===== src/umlc_pkg.sv =====
package umlc_pkg;
    // Channel count and register bus widths
    localparam int UMLC_NCH = 2;
    localparam int UMLC_AW = 5;
    localparam int UMLC_DW = 8;
    localparam int UMLC_NEVT = 2 * UMLC_NCH;

    // Address fields: global bit, channel bit, per-channel register field
    localparam int ADDR_GLOBAL_BIT = 4;
    localparam int ADDR_CH_BIT = 3;
    localparam int ADDR_REG_MSB = 2;

    // Per-channel register offsets
    localparam logic [2:0] REG_MCR = 3'h0;
    localparam logic [2:0] REG_MSR = 3'h1;
    localparam logic [2:0] REG_IER = 3'h2;
    localparam logic [2:0] REG_TXL = 3'h3;
    localparam logic [2:0] REG_RXL = 3'h4;

    // Global register addresses
    localparam logic [4:0] ADDR_INT_STAT = 5'h10;
    localparam logic [4:0] ADDR_INT_MASK = 5'h11;

    // Field positions
    localparam int MCR_RTS_BIT = 1;
    localparam int MCR_LOOP_BIT = 4;
    localparam int MSR_RING_TRAILING_EDGE_FLAG_BIT = 2;
    localparam int MSR_RI_BIT = 6;
    localparam int IER_MS_BIT = 3;
    localparam int TXL_BIT = 0;
    localparam int RXL_BIT = 0;
    localparam int INT_RING_LSB = 0;
    localparam int INT_RXS_LSB = UMLC_NCH;

    // Reset values
    localparam logic MCR_RTS_RST = 1'b0;
    localparam logic MCR_LOOP_RST = 1'b0;
    localparam logic IER_MS_RST = 1'b0;
    localparam logic TXL_RST = 1'b1;
    localparam logic LINE_IDLE = 1'b1;
    localparam logic [7:0] RD_ZERO = 8'h00;
    localparam logic [UMLC_NEVT-1:0] INT_RST = '0;
endpackage


===== src/umlc_ch_if.sv =====
`timescale 1ns/1ps
interface umlc_ch_if;
    // Controls from the register file
    logic mcr_rts;
    logic mcr_loop;
    logic tx_level;
    logic msr_rd;
    logic ms_int_en;
    // State back from the channel
    logic ri_act;
    logic ring_trailing_edge_flag;
    logic rx_level;
    logic rx_fall;
    logic ring_evt;
    logic rts_n;
    logic sout;
    logic irq;

    modport ctl (
        output mcr_rts, mcr_loop, tx_level, msr_rd, ms_int_en,
        input ri_act, ring_trailing_edge_flag, rx_level, rx_fall, ring_evt, rts_n, sout, irq
    );
    modport chan (
        input mcr_rts, mcr_loop, tx_level, msr_rd, ms_int_en,
        output ri_act, ring_trailing_edge_flag, rx_level, rx_fall, ring_evt, rts_n, sout, irq
    );
endinterface


===== src/umlc_top.sv =====
// Local design decisions: the register addresses and strobed register access.
`timescale 1ns/1ps
// Functional notes
// - Status bit 6 reads as the inverse of the ring pin.
// - Status bit 2 sets when ring pin goes low to high.
// - Channel interrupt asserts while bit 2 set and modem interrupts enabled.
// - Control bit 1 set drives request-to-send low, active.
// - Reset drives request-to-send high, inactive.
// - Loop mode holds request-to-send inactive whatever control holds.
// - Serial output rests marking, at one, after reset.
// - Each channel takes serial input and drives serial output.
module umlc_top
    import umlc_pkg::*;
#(
    parameter int NCH = UMLC_NCH // Only two channels fit the address map
) (
    input wire logic MCLK, // System clock
    input wire logic RESETN, // Master reset, async, active low
    input wire logic [UMLC_AW-1:0] ADDR, // Register address
    input wire logic [UMLC_DW-1:0] WDATA, // Write data
    input wire logic WR, // Write strobe
    input wire logic RD, // Read strobe
    output logic [UMLC_DW-1:0] RDATA, // Read data, cycle after strobe
    input wire logic [NCH-1:0] RI_N, // Ring indicate pins, low = ring
    input wire logic [NCH-1:0] SERIAL_RX_IN, // Serial receive pins
    output logic [NCH-1:0] SERIAL_TX_OUT, // Serial transmit pins
    output logic [NCH-1:0] RTS_N, // Request to send, low = ready
    output logic [NCH-1:0] CH_IRQ, // Per-channel modem interrupt
    output logic IRQ // Combined masked event interrupt
);
    localparam int NEVT = 2 * NCH;

    // Decode of a per-channel register, used for reads and writes
    function automatic logic ch_hit(
        input logic [UMLC_AW-1:0] a,
        input int ch,
        input logic [2:0] r
    );
        logic ch_ok;
        ch_ok = (a[ADDR_CH_BIT] == ch[0]);
        return !a[ADDR_GLOBAL_BIT] && ch_ok && (a[ADDR_REG_MSB:0] == r);
    endfunction

    logic [UMLC_DW-1:0] rdata_q, rdata_d;
    logic [NEVT-1:0] int_stat_q, int_stat_d;
    logic [NEVT-1:0] int_mask_q, int_mask_d;
    logic [NEVT-1:0] evt_set;
    logic [NEVT-1:0] stat_clr;
    logic irq_q;
    logic wr_stat, wr_mask, rd_stat, rd_mask;
    logic [NCH-1:0] mcr_rts_q, mcr_loop_q, ier_ms_q, txl_q;
    logic [NCH-1:0] ch_sel_rd;
    logic [UMLC_DW-1:0] ch_rd_word [NCH];
    logic [UMLC_DW-1:0] ch_rd_or;
    logic [UMLC_DW-1:0] glb_rd_word;
    logic [NCH-1:0] sout_w, rts_n_w, irq_w;

    umlc_ch_if cbus [NCH] ();

    // Global register decode
    assign wr_stat = WR && (ADDR == ADDR_INT_STAT);
    assign wr_mask = WR && (ADDR == ADDR_INT_MASK);
    assign rd_stat = RD && (ADDR == ADDR_INT_STAT);
    assign rd_mask = RD && (ADDR == ADDR_INT_MASK);

    genvar c;
    generate
        for (c = 0; c < NCH; c++) begin : g_ch
            logic wr_mcr, wr_ier, wr_txl;
            logic sel_mcr, sel_msr, sel_ier, sel_txl, sel_rxl;
            logic [UMLC_DW-1:0] mcr_word, msr_word, ier_word;
            logic [UMLC_DW-1:0] txl_word, rxl_word;

            // Register selects for this channel
            assign sel_mcr = ch_hit(ADDR, c, REG_MCR);
            assign sel_msr = ch_hit(ADDR, c, REG_MSR);
            assign sel_ier = ch_hit(ADDR, c, REG_IER);
            assign sel_txl = ch_hit(ADDR, c, REG_TXL);
            assign sel_rxl = ch_hit(ADDR, c, REG_RXL);
            assign wr_mcr = WR && sel_mcr;
            assign wr_ier = WR && sel_ier;
            assign wr_txl = WR && sel_txl;

            // Control registers; unlisted bits are not stored
            always_ff @(posedge MCLK or negedge RESETN) begin
                if (!RESETN) begin
                    mcr_rts_q[c] <= MCR_RTS_RST;
                    mcr_loop_q[c] <= MCR_LOOP_RST;
                    ier_ms_q[c] <= IER_MS_RST;
                    txl_q[c] <= TXL_RST;
                end else begin
                    if (wr_mcr) begin
                        mcr_rts_q[c] <= WDATA[MCR_RTS_BIT];
                        mcr_loop_q[c] <= WDATA[MCR_LOOP_BIT];
                    end
                    if (wr_ier) begin
                        ier_ms_q[c] <= WDATA[IER_MS_BIT];
                    end
                    if (wr_txl) begin
                        txl_q[c] <= WDATA[TXL_BIT];
                    end
                end
            end

            // Controls to the channel; a status read clears the trailing-edge flag
            assign cbus[c].mcr_rts = mcr_rts_q[c];
            assign cbus[c].mcr_loop = mcr_loop_q[c];
            assign cbus[c].tx_level = txl_q[c];
            assign cbus[c].ms_int_en = ier_ms_q[c];
            assign cbus[c].msr_rd = RD && sel_msr;

            // Read words, bits outside the fields read zero
            always_comb begin
                mcr_word = RD_ZERO;
                mcr_word[MCR_RTS_BIT] = mcr_rts_q[c];
                mcr_word[MCR_LOOP_BIT] = mcr_loop_q[c];
            end
            always_comb begin
                msr_word = RD_ZERO;
                msr_word[MSR_RI_BIT] = cbus[c].ri_act;
                msr_word[MSR_RING_TRAILING_EDGE_FLAG_BIT] = cbus[c].ring_trailing_edge_flag;
            end
            always_comb begin
                ier_word = RD_ZERO;
                ier_word[IER_MS_BIT] = ier_ms_q[c];
            end
            always_comb begin
                txl_word = RD_ZERO;
                txl_word[TXL_BIT] = txl_q[c];
            end
            always_comb begin
                rxl_word = RD_ZERO;
                rxl_word[RXL_BIT] = cbus[c].rx_level;
            end

            // Channel read selection
            assign ch_sel_rd[c] = sel_mcr | sel_msr | sel_ier | sel_txl | sel_rxl;
            assign ch_rd_word[c] = sel_mcr ? mcr_word :
                                   sel_msr ? msr_word :
                                   sel_ier ? ier_word :
                                   sel_txl ? txl_word :
                                   sel_rxl ? rxl_word : RD_ZERO;

            // Events into the sticky status register
            assign evt_set[INT_RING_LSB + c] = cbus[c].ring_evt;
            assign evt_set[INT_RXS_LSB + c] = cbus[c].rx_fall;

            // Pin drivers come from channel flip-flops
            assign sout_w[c] = cbus[c].sout;
            assign rts_n_w[c] = cbus[c].rts_n;
            assign irq_w[c] = cbus[c].irq;

            umlc_chan u_chan (
                .clk(MCLK),
                .rst_n(RESETN),
                .ri_n_pin(RI_N[c]),
                .rx_pin(SERIAL_RX_IN[c]),
                .cb(cbus[c])
            );
        end
    endgenerate

    // OR-merge of channel words; only one channel is selected at a time
    always_comb begin
        ch_rd_or = RD_ZERO;
        for (int i = 0; i < NCH; i++) begin
            ch_rd_or = ch_rd_or | ch_rd_word[i];
        end
    end

    // Global read words
    assign glb_rd_word = rd_stat ? UMLC_DW'(int_stat_q) :
                         rd_mask ? UMLC_DW'(int_mask_q) : RD_ZERO;

    // Read data register; unmapped addresses answer zero
    assign rdata_d = !RD ? RD_ZERO :
                     (|ch_sel_rd) ? ch_rd_or : glb_rd_word;

    // Write-one-to-clear, but an event in the same cycle wins
    assign stat_clr = wr_stat ? WDATA[NEVT-1:0] : '0;
    assign int_stat_d = evt_set | (int_stat_q & ~stat_clr);
    assign int_mask_d = wr_mask ? WDATA[NEVT-1:0] : int_mask_q;

    // Status, mask and read data flip-flops
    always_ff @(posedge MCLK or negedge RESETN) begin
        if (!RESETN) begin
            int_stat_q <= INT_RST;
            int_mask_q <= INT_RST;
            rdata_q <= RD_ZERO;
        end else begin
            int_stat_q <= int_stat_d;
            int_mask_q <= int_mask_d;
            rdata_q <= rdata_d;
        end
    end

    // Level interrupt follows the masked status one cycle later
    always_ff @(posedge MCLK or negedge RESETN) begin
        if (!RESETN) begin
            irq_q <= 1'b0;
        end else begin
            irq_q <= |(int_stat_q & int_mask_q);
        end
    end

    assign RDATA = rdata_q;
    assign IRQ = irq_q;
    assign SERIAL_TX_OUT = sout_w;
    assign RTS_N = rts_n_w;
    assign CH_IRQ = irq_w;
endmodule


===== src/umlc_chan.sv =====
`timescale 1ns/1ps
module umlc_chan
    import umlc_pkg::*;
(
    input wire logic clk, // System clock
    input wire logic rst_n, // Master reset, active low
    input wire logic ri_n_pin, // Ring indicate pin
    input wire logic rx_pin, // Serial receive pin
    umlc_ch_if.chan cb // Register side
);
    logic ri_s1_q, ri_s2_q, ri_s3_q, ri_lvl_q, ri_lvl_d;
    logic rx_s1_q, rx_s2_q, rx_s3_q, rx_lvl_q, rx_lvl_d;
    logic ring_trailing_edge_flag_q, ring_trailing_edge_flag_d, ring_evt_q;
    logic rx_seen_q, rx_seen_d, rx_fall_q;
    logic rts_n_q, sout_q, irq_q;
    logic ring_rise;

    // A pin level counts only once stages two and three agree
    assign ri_lvl_d = (ri_s2_q == ri_s3_q) ? ri_s3_q : ri_lvl_q;
    assign rx_lvl_d = (rx_s2_q == rx_s3_q) ? rx_s3_q : rx_lvl_q;
    // Ring ends when the pin returns high
    assign ring_rise = ri_lvl_d & ~ri_lvl_q;
    // Set wins over the clear by a status read
    assign ring_trailing_edge_flag_d = ring_rise | (ring_trailing_edge_flag_q & ~cb.msr_rd);
    // Loop mode feeds the transmit level back internally
    assign rx_seen_d = cb.mcr_loop ? cb.tx_level : rx_lvl_q;

    // Pin synchronisers, idle lines reset high
    always_ff @(posedge clk or negedge rst_n) begin
        if (!rst_n) begin
            ri_s1_q <= LINE_IDLE;
            ri_s2_q <= LINE_IDLE;
            ri_s3_q <= LINE_IDLE;
            ri_lvl_q <= LINE_IDLE;
            rx_s1_q <= LINE_IDLE;
            rx_s2_q <= LINE_IDLE;
            rx_s3_q <= LINE_IDLE;
            rx_lvl_q <= LINE_IDLE;
        end else begin
            ri_s1_q <= ri_n_pin;
            ri_s2_q <= ri_s1_q;
            ri_s3_q <= ri_s2_q;
            ri_lvl_q <= ri_lvl_d;
            rx_s1_q <= rx_pin;
            rx_s2_q <= rx_s1_q;
            rx_s3_q <= rx_s2_q;
            rx_lvl_q <= rx_lvl_d;
        end
    end

    // Flags and pin drivers
    always_ff @(posedge clk or negedge rst_n) begin
        if (!rst_n) begin
            ring_trailing_edge_flag_q <= 1'b0;
            ring_evt_q <= 1'b0;
            rx_seen_q <= LINE_IDLE;
            rx_fall_q <= 1'b0;
            rts_n_q <= LINE_IDLE;
            sout_q <= LINE_IDLE;
            irq_q <= 1'b0;
        end else begin
            ring_trailing_edge_flag_q <= ring_trailing_edge_flag_d;
            ring_evt_q <= ring_rise;
            rx_seen_q <= rx_seen_d;
            rx_fall_q <= rx_seen_q & ~rx_seen_d;
            rts_n_q <= cb.mcr_loop | ~cb.mcr_rts;
            sout_q <= cb.mcr_loop | cb.tx_level;
            irq_q <= ring_trailing_edge_flag_d & cb.ms_int_en;
        end
    end

    assign cb.ri_act = ~ri_lvl_q;
    assign cb.ring_trailing_edge_flag = ring_trailing_edge_flag_q;
    assign cb.rx_level = rx_seen_q;
    assign cb.rx_fall = rx_fall_q;
    assign cb.ring_evt = ring_evt_q;
    assign cb.rts_n = rts_n_q;
    assign cb.sout = sout_q;
    assign cb.irq = irq_q;
endmodule


===== config.mk =====
export PLATFORM = sky130hd
export DESIGN_NAME = umlc_top
export DESIGN_NICKNAME = d
export VERILOG_FILES = /design/src/umlc_pkg.sv /design/src/umlc_ch_if.sv /design/src/umlc_top.sv /design/src/umlc_chan.sv
export SDC_FILE = /design/constraint.sdc
export NUM_CORES = 1
export LEC_CHECK = 0
export BUFFER_PORTS_ARGS = -buffer_cell sky130_fd_sc_hd__buf_2
export CORE_ASPECT_RATIO = 1.5
export CORE_MARGIN = 10
export CORE_UTILIZATION = 30
export CTS_BUF_LIST = sky130_fd_sc_hd__clkbuf_16
export DETAILED_ROUTE_END_ITERATION = 10
export GPL_TIMING_DRIVEN = 0
export PLACE_DENSITY_LB_ADDON = 0.25
export SYNTH_ARGS = -nofsm -noshare
export SYNTH_HDL_FRONTEND = slang
export SYNTH_SLANG_ARGS = --single-unit

===== constraint.sdc =====
create_clock -name MCLK -period 2.72 [get_ports MCLK]
set_input_delay 0.408 -clock MCLK [delete_from_list [all_inputs] [get_ports MCLK]]
set_output_delay 0.408 -clock MCLK [all_outputs]
set_load 0.02 [all_outputs]

==> results.cfg <==
[status]
run_status = finished clean

[placed_design]
buffer_ports.inserted = 29
gp_congestion = 0.808
hpwl_reported_at_the_end_of_detailed_placement_um = 3190

[synth]
yosys_warnings = 0
netlist.top_cell.by_area = sky130_fd_sc_hd__dfrtp_1
netlist.area_leader.share_pct = 33.5
synth-async-reset-ratio_pct = 100
synth_area_mm2 = 0.00217
synth_top_cells_by_area = sky130_fd_sc_hd__dfrtp_1 (34%), sky130_fd_sc_hd__dfstp_2 (29%), sky130_fd_sc_hd__mux2_1 (6.2%), sky130_fd_sc_hd__mux2i_1 (3.7%), sky130_fd_sc_hd__buf_4 (2.8%)
synth.distinct_cells = 40
synth_cells = 165
ys_seq_area_share_pct = 62.6
syn-mean-instance-area_um2 = 13.1
synthFlopType = sky130_fd_sc_hd__dfrtp_1
ys_ff_latch = 53
synth_edf_count = 0

[drt]
wl_per_cell_um = 15.1
number_of_nets_with_antenna_violations_after_detailed_routing = 0
drcViolationCount = 0
drt-initial-drc-count = 85
vias = 1342
detail_route.vias_per_cell = 4.78
drt_pass1_iterations = 4
route.final.wire_length_um = 4240

[hold_path]
worstHoldPathCells = 1
worst_hold_path_type = input port to flop

[critical_path]
worst_setup_path_start_kind = input port
r2r_setup_slack_ns = 1.47
timing.rr.end = RDATA[0]
reg2regPathDepth = 3
endpoint = cbus[1].mcr_rts
reg2reg_from = g_ch[1].u_chan.cb.rx_level
critical_path_start_end_classification = input port to flop
setup.worst_path.start = ADDR[4]
timing.critical_path.required_ns = 2.90
worstPathMaxFanout = 10
arrival_ns = 1.66
worst_setup_path_end_kind = flop

[floorplanning]
fp-row-count = 37
die-height_um = 124
die_area_mm2 = 0.0111
boundaryPins = 36
die_x_um = 89.4
floorplan.initialDensity_pct = 31.2
core_mm2 = 0.00694

[power]
clockPowerShare_pct = 33.6
pwr-share-seq_pct = 52.2
power.combinational.fraction_pct = 14.2
switching_power_uw = 472
powerDensity_mw_per_mm2 = 725
cellLeakagePower_nw = 1.15
max-vdd-ir-drop_mv = 0.285
switching_share_pct = 25.4
cellInternalPower_mw = 1.38

[sta]
tightestPinTransition_ns = 1.11
maxSlewHeadroom_pct = 25.7
setup_violations = 0
setup_tns_ns = 0
final_period_minus_worst_setup_slack_ns = 1.48
period_share_pct = 54.3
finalClockSkew_ns = 0.00590
timing_max_transition_violations_final = 0
rsz0062_at_grt = no
max_freq_ghz = 0.676
hold_violations = 0
whs_ns = 0.206

[cells_and_area]
final_cell_mix = sky130_fd_sc_hd__buf_2 (31), sky130_fd_sc_hd__dfrtp_1 (29), sky130_fd_sc_hd__dfstp_2 (24)
syn2layout_area_growth_pct = 18.2
nets = 223
flip_flop_count_of_the_largest_register_all_copies_and_words_added = 6
num_antenna_cells = 0
drive_above_1_share_pct = 38.9
mostFrequentLayoutCell = sky130_fd_sc_hd__buf_2

[clock_network]
cts_made_buffers = 5
clock_insertion_delay_at_the_later_pin_of_the_skew_report_ns = 0.29
clock_tree_from_tritoncts = done
clock_sinks = 53
count_of_hold_buffers_inserted_by_post_cts_repair = 0
cts_setup_buffers = 0
clock_tree.htree_level_count = 2
cts-root-buf = sky130_fd_sc_hd__clkbuf_16
cts_repair_resize_count = 0
clock_transition_at_the_registers_of_the_reported_paths_ns = 0.07
clockBufferDepth = 2

[global_routing]
gr-total-overflow = 0
grt_pass1_wl_um = 6790
maximum_number_of_pins_on_one_net_before_global_route_repair = 54
antenna_found_initial = 0
grt.total_usage_pct = 8.22
grt_pass1_vias = 1386

[job]
drv.max_cap_violation_count = 0
==> kinds of logic after synthesis <==
| family | synth area share (%) |
|---|---|
| AO/OA/AOI/OAI | 6.76 |
| adder cells (fa/ha/maj) | 0.924 |
| buffers and inverters | 5.32 |
| flip-flops | 62.6 |
| multiplexers | 11.0 |
| other | 0.173 |
| AND/OR/NAND/NOR | 13.2 |
==> metrics by stage <==
stage / area [um^2] / setup WS [ns] / utilization [%] / total power [mW] / std cells
floorplan: 2170 / 1.05 / - / 1.15 / 166
global placement: 2410 / 0.966 / 34.7 / 1.25 / 273
detailed placement: 2410 / 0.975 / 34.7 / 1.25 / 273
CTS: 2560 / 1.25 / 36.9 / 1.89 / 281
global route: 2560 / 1.14 / 36.9 / 1.94 / 281
finish: 2560 / 1.24 / 36.9 / 1.86 / 281
==> area by class of cell <==
class / count / area [um^2]
multi-input cells: 93 / 698
inverters: 7 / 26.3
plain buffers: 13 / 88.8
repair buffers: 29 / 145
flip-flops and latches: 53 / 1360
clock buffers: 5 / 125
well taps: 78 / 97.6
clock inverters: 3 / 22.5
fillers: 693 / 4380
==> worst min path at each step <==
stage          slack [ns]                   start                endpoint
6_report             0.21         SERIAL_RX_IN[1]  g_ch[1].u_chan.rx_s1_q
5_1_grt              0.20         SERIAL_RX_IN[0]  g_ch[0].u_chan.rx_s1_q
4_1_cts              0.20         SERIAL_RX_IN[1]  g_ch[1].u_chan.rx_s1_q
3_5_place_dp         0.35  g_ch[0].u_chan.ri_s1_q  g_ch[0].u_chan.ri_s2_q
3_3_place_gp         0.35  g_ch[1].u_chan.ri_s1_q  g_ch[1].u_chan.ri_s2_q
2_1_floorplan        0.11                  RESETN                     IRQ
==> synthesized netlist by cell type, types with 2 or more instances <==
cell and instances:
sky130_fd_sc_hd__nor2b_1 2, sky130_fd_sc_hd__nand2b_1 3, sky130_fd_sc_hd__o2111ai_1 2, sky130_fd_sc_hd__a22oi_1 2, sky130_fd_sc_hd__mux2i_1 8, sky130_fd_sc_hd__buf_4 8
sky130_fd_sc_hd__o41ai_1 2, sky130_fd_sc_hd__dfstp_2 24, sky130_fd_sc_hd__dfrtp_1 29, sky130_fd_sc_hd__clkbuf_1 2, sky130_fd_sc_hd__nor4_1 2, sky130_fd_sc_hd__buf_2 2
sky130_fd_sc_hd__o21ai_0 3, sky130_fd_sc_hd__a21o_1 4, sky130_fd_sc_hd__or2_2 2, sky130_fd_sc_hd__maj3_1 2, sky130_fd_sc_hd__mux2_1 12, sky130_fd_sc_hd__inv_1 7
sky130_fd_sc_hd__and4b_1 2, sky130_fd_sc_hd__or2_1 2, sky130_fd_sc_hd__nor4bb_1 2, sky130_fd_sc_hd__mux2_2 2, sky130_fd_sc_hd__nand2_1 11, sky130_fd_sc_hd__nand3_1 4
sky130_fd_sc_hd__or3_1 2, sky130_fd_sc_hd__a21boi_0 2, sky130_fd_sc_hd__nand3b_1 2, sky130_fd_sc_hd__o22ai_1 2, sky130_fd_sc_hd__nor2_1 7
==> power by group through the flow <==
stage | sequential (mW) | combinational (mW) | clock, mW
floorplan | 0.975 | 0.176 | 0
global placement | 0.982 | 0.268 | 0
detailed placement | 0.985 | 0.270 | 0
CTS | 0.970 | 0.271 | 0.648
global route | 0.983 | 0.292 | 0.669
finish | 0.968 | 0.264 | 0.624
==> metal layers <==
metal / track usage, % / up-vias / wire (um)
met4: 6.79 / 0 / 159
met2: 13.1 / 31 / 2070
met5: 0 / - / 0
met3: 2.61 / 10 / 287
met1: 8.65 / 656 / 1730
li1: - / 645 / -
==> critical path, stage by stage <==
cell and delay [ns]:
sky130_fd_sc_hd__buf_6 0.12, sky130_fd_sc_hd__nor4_1 0.52, sky130_fd_sc_hd__and3_1 0.29, sky130_fd_sc_hd__mux2_1 0.32
Note: power is estimated with default switching activity, not from simulation.
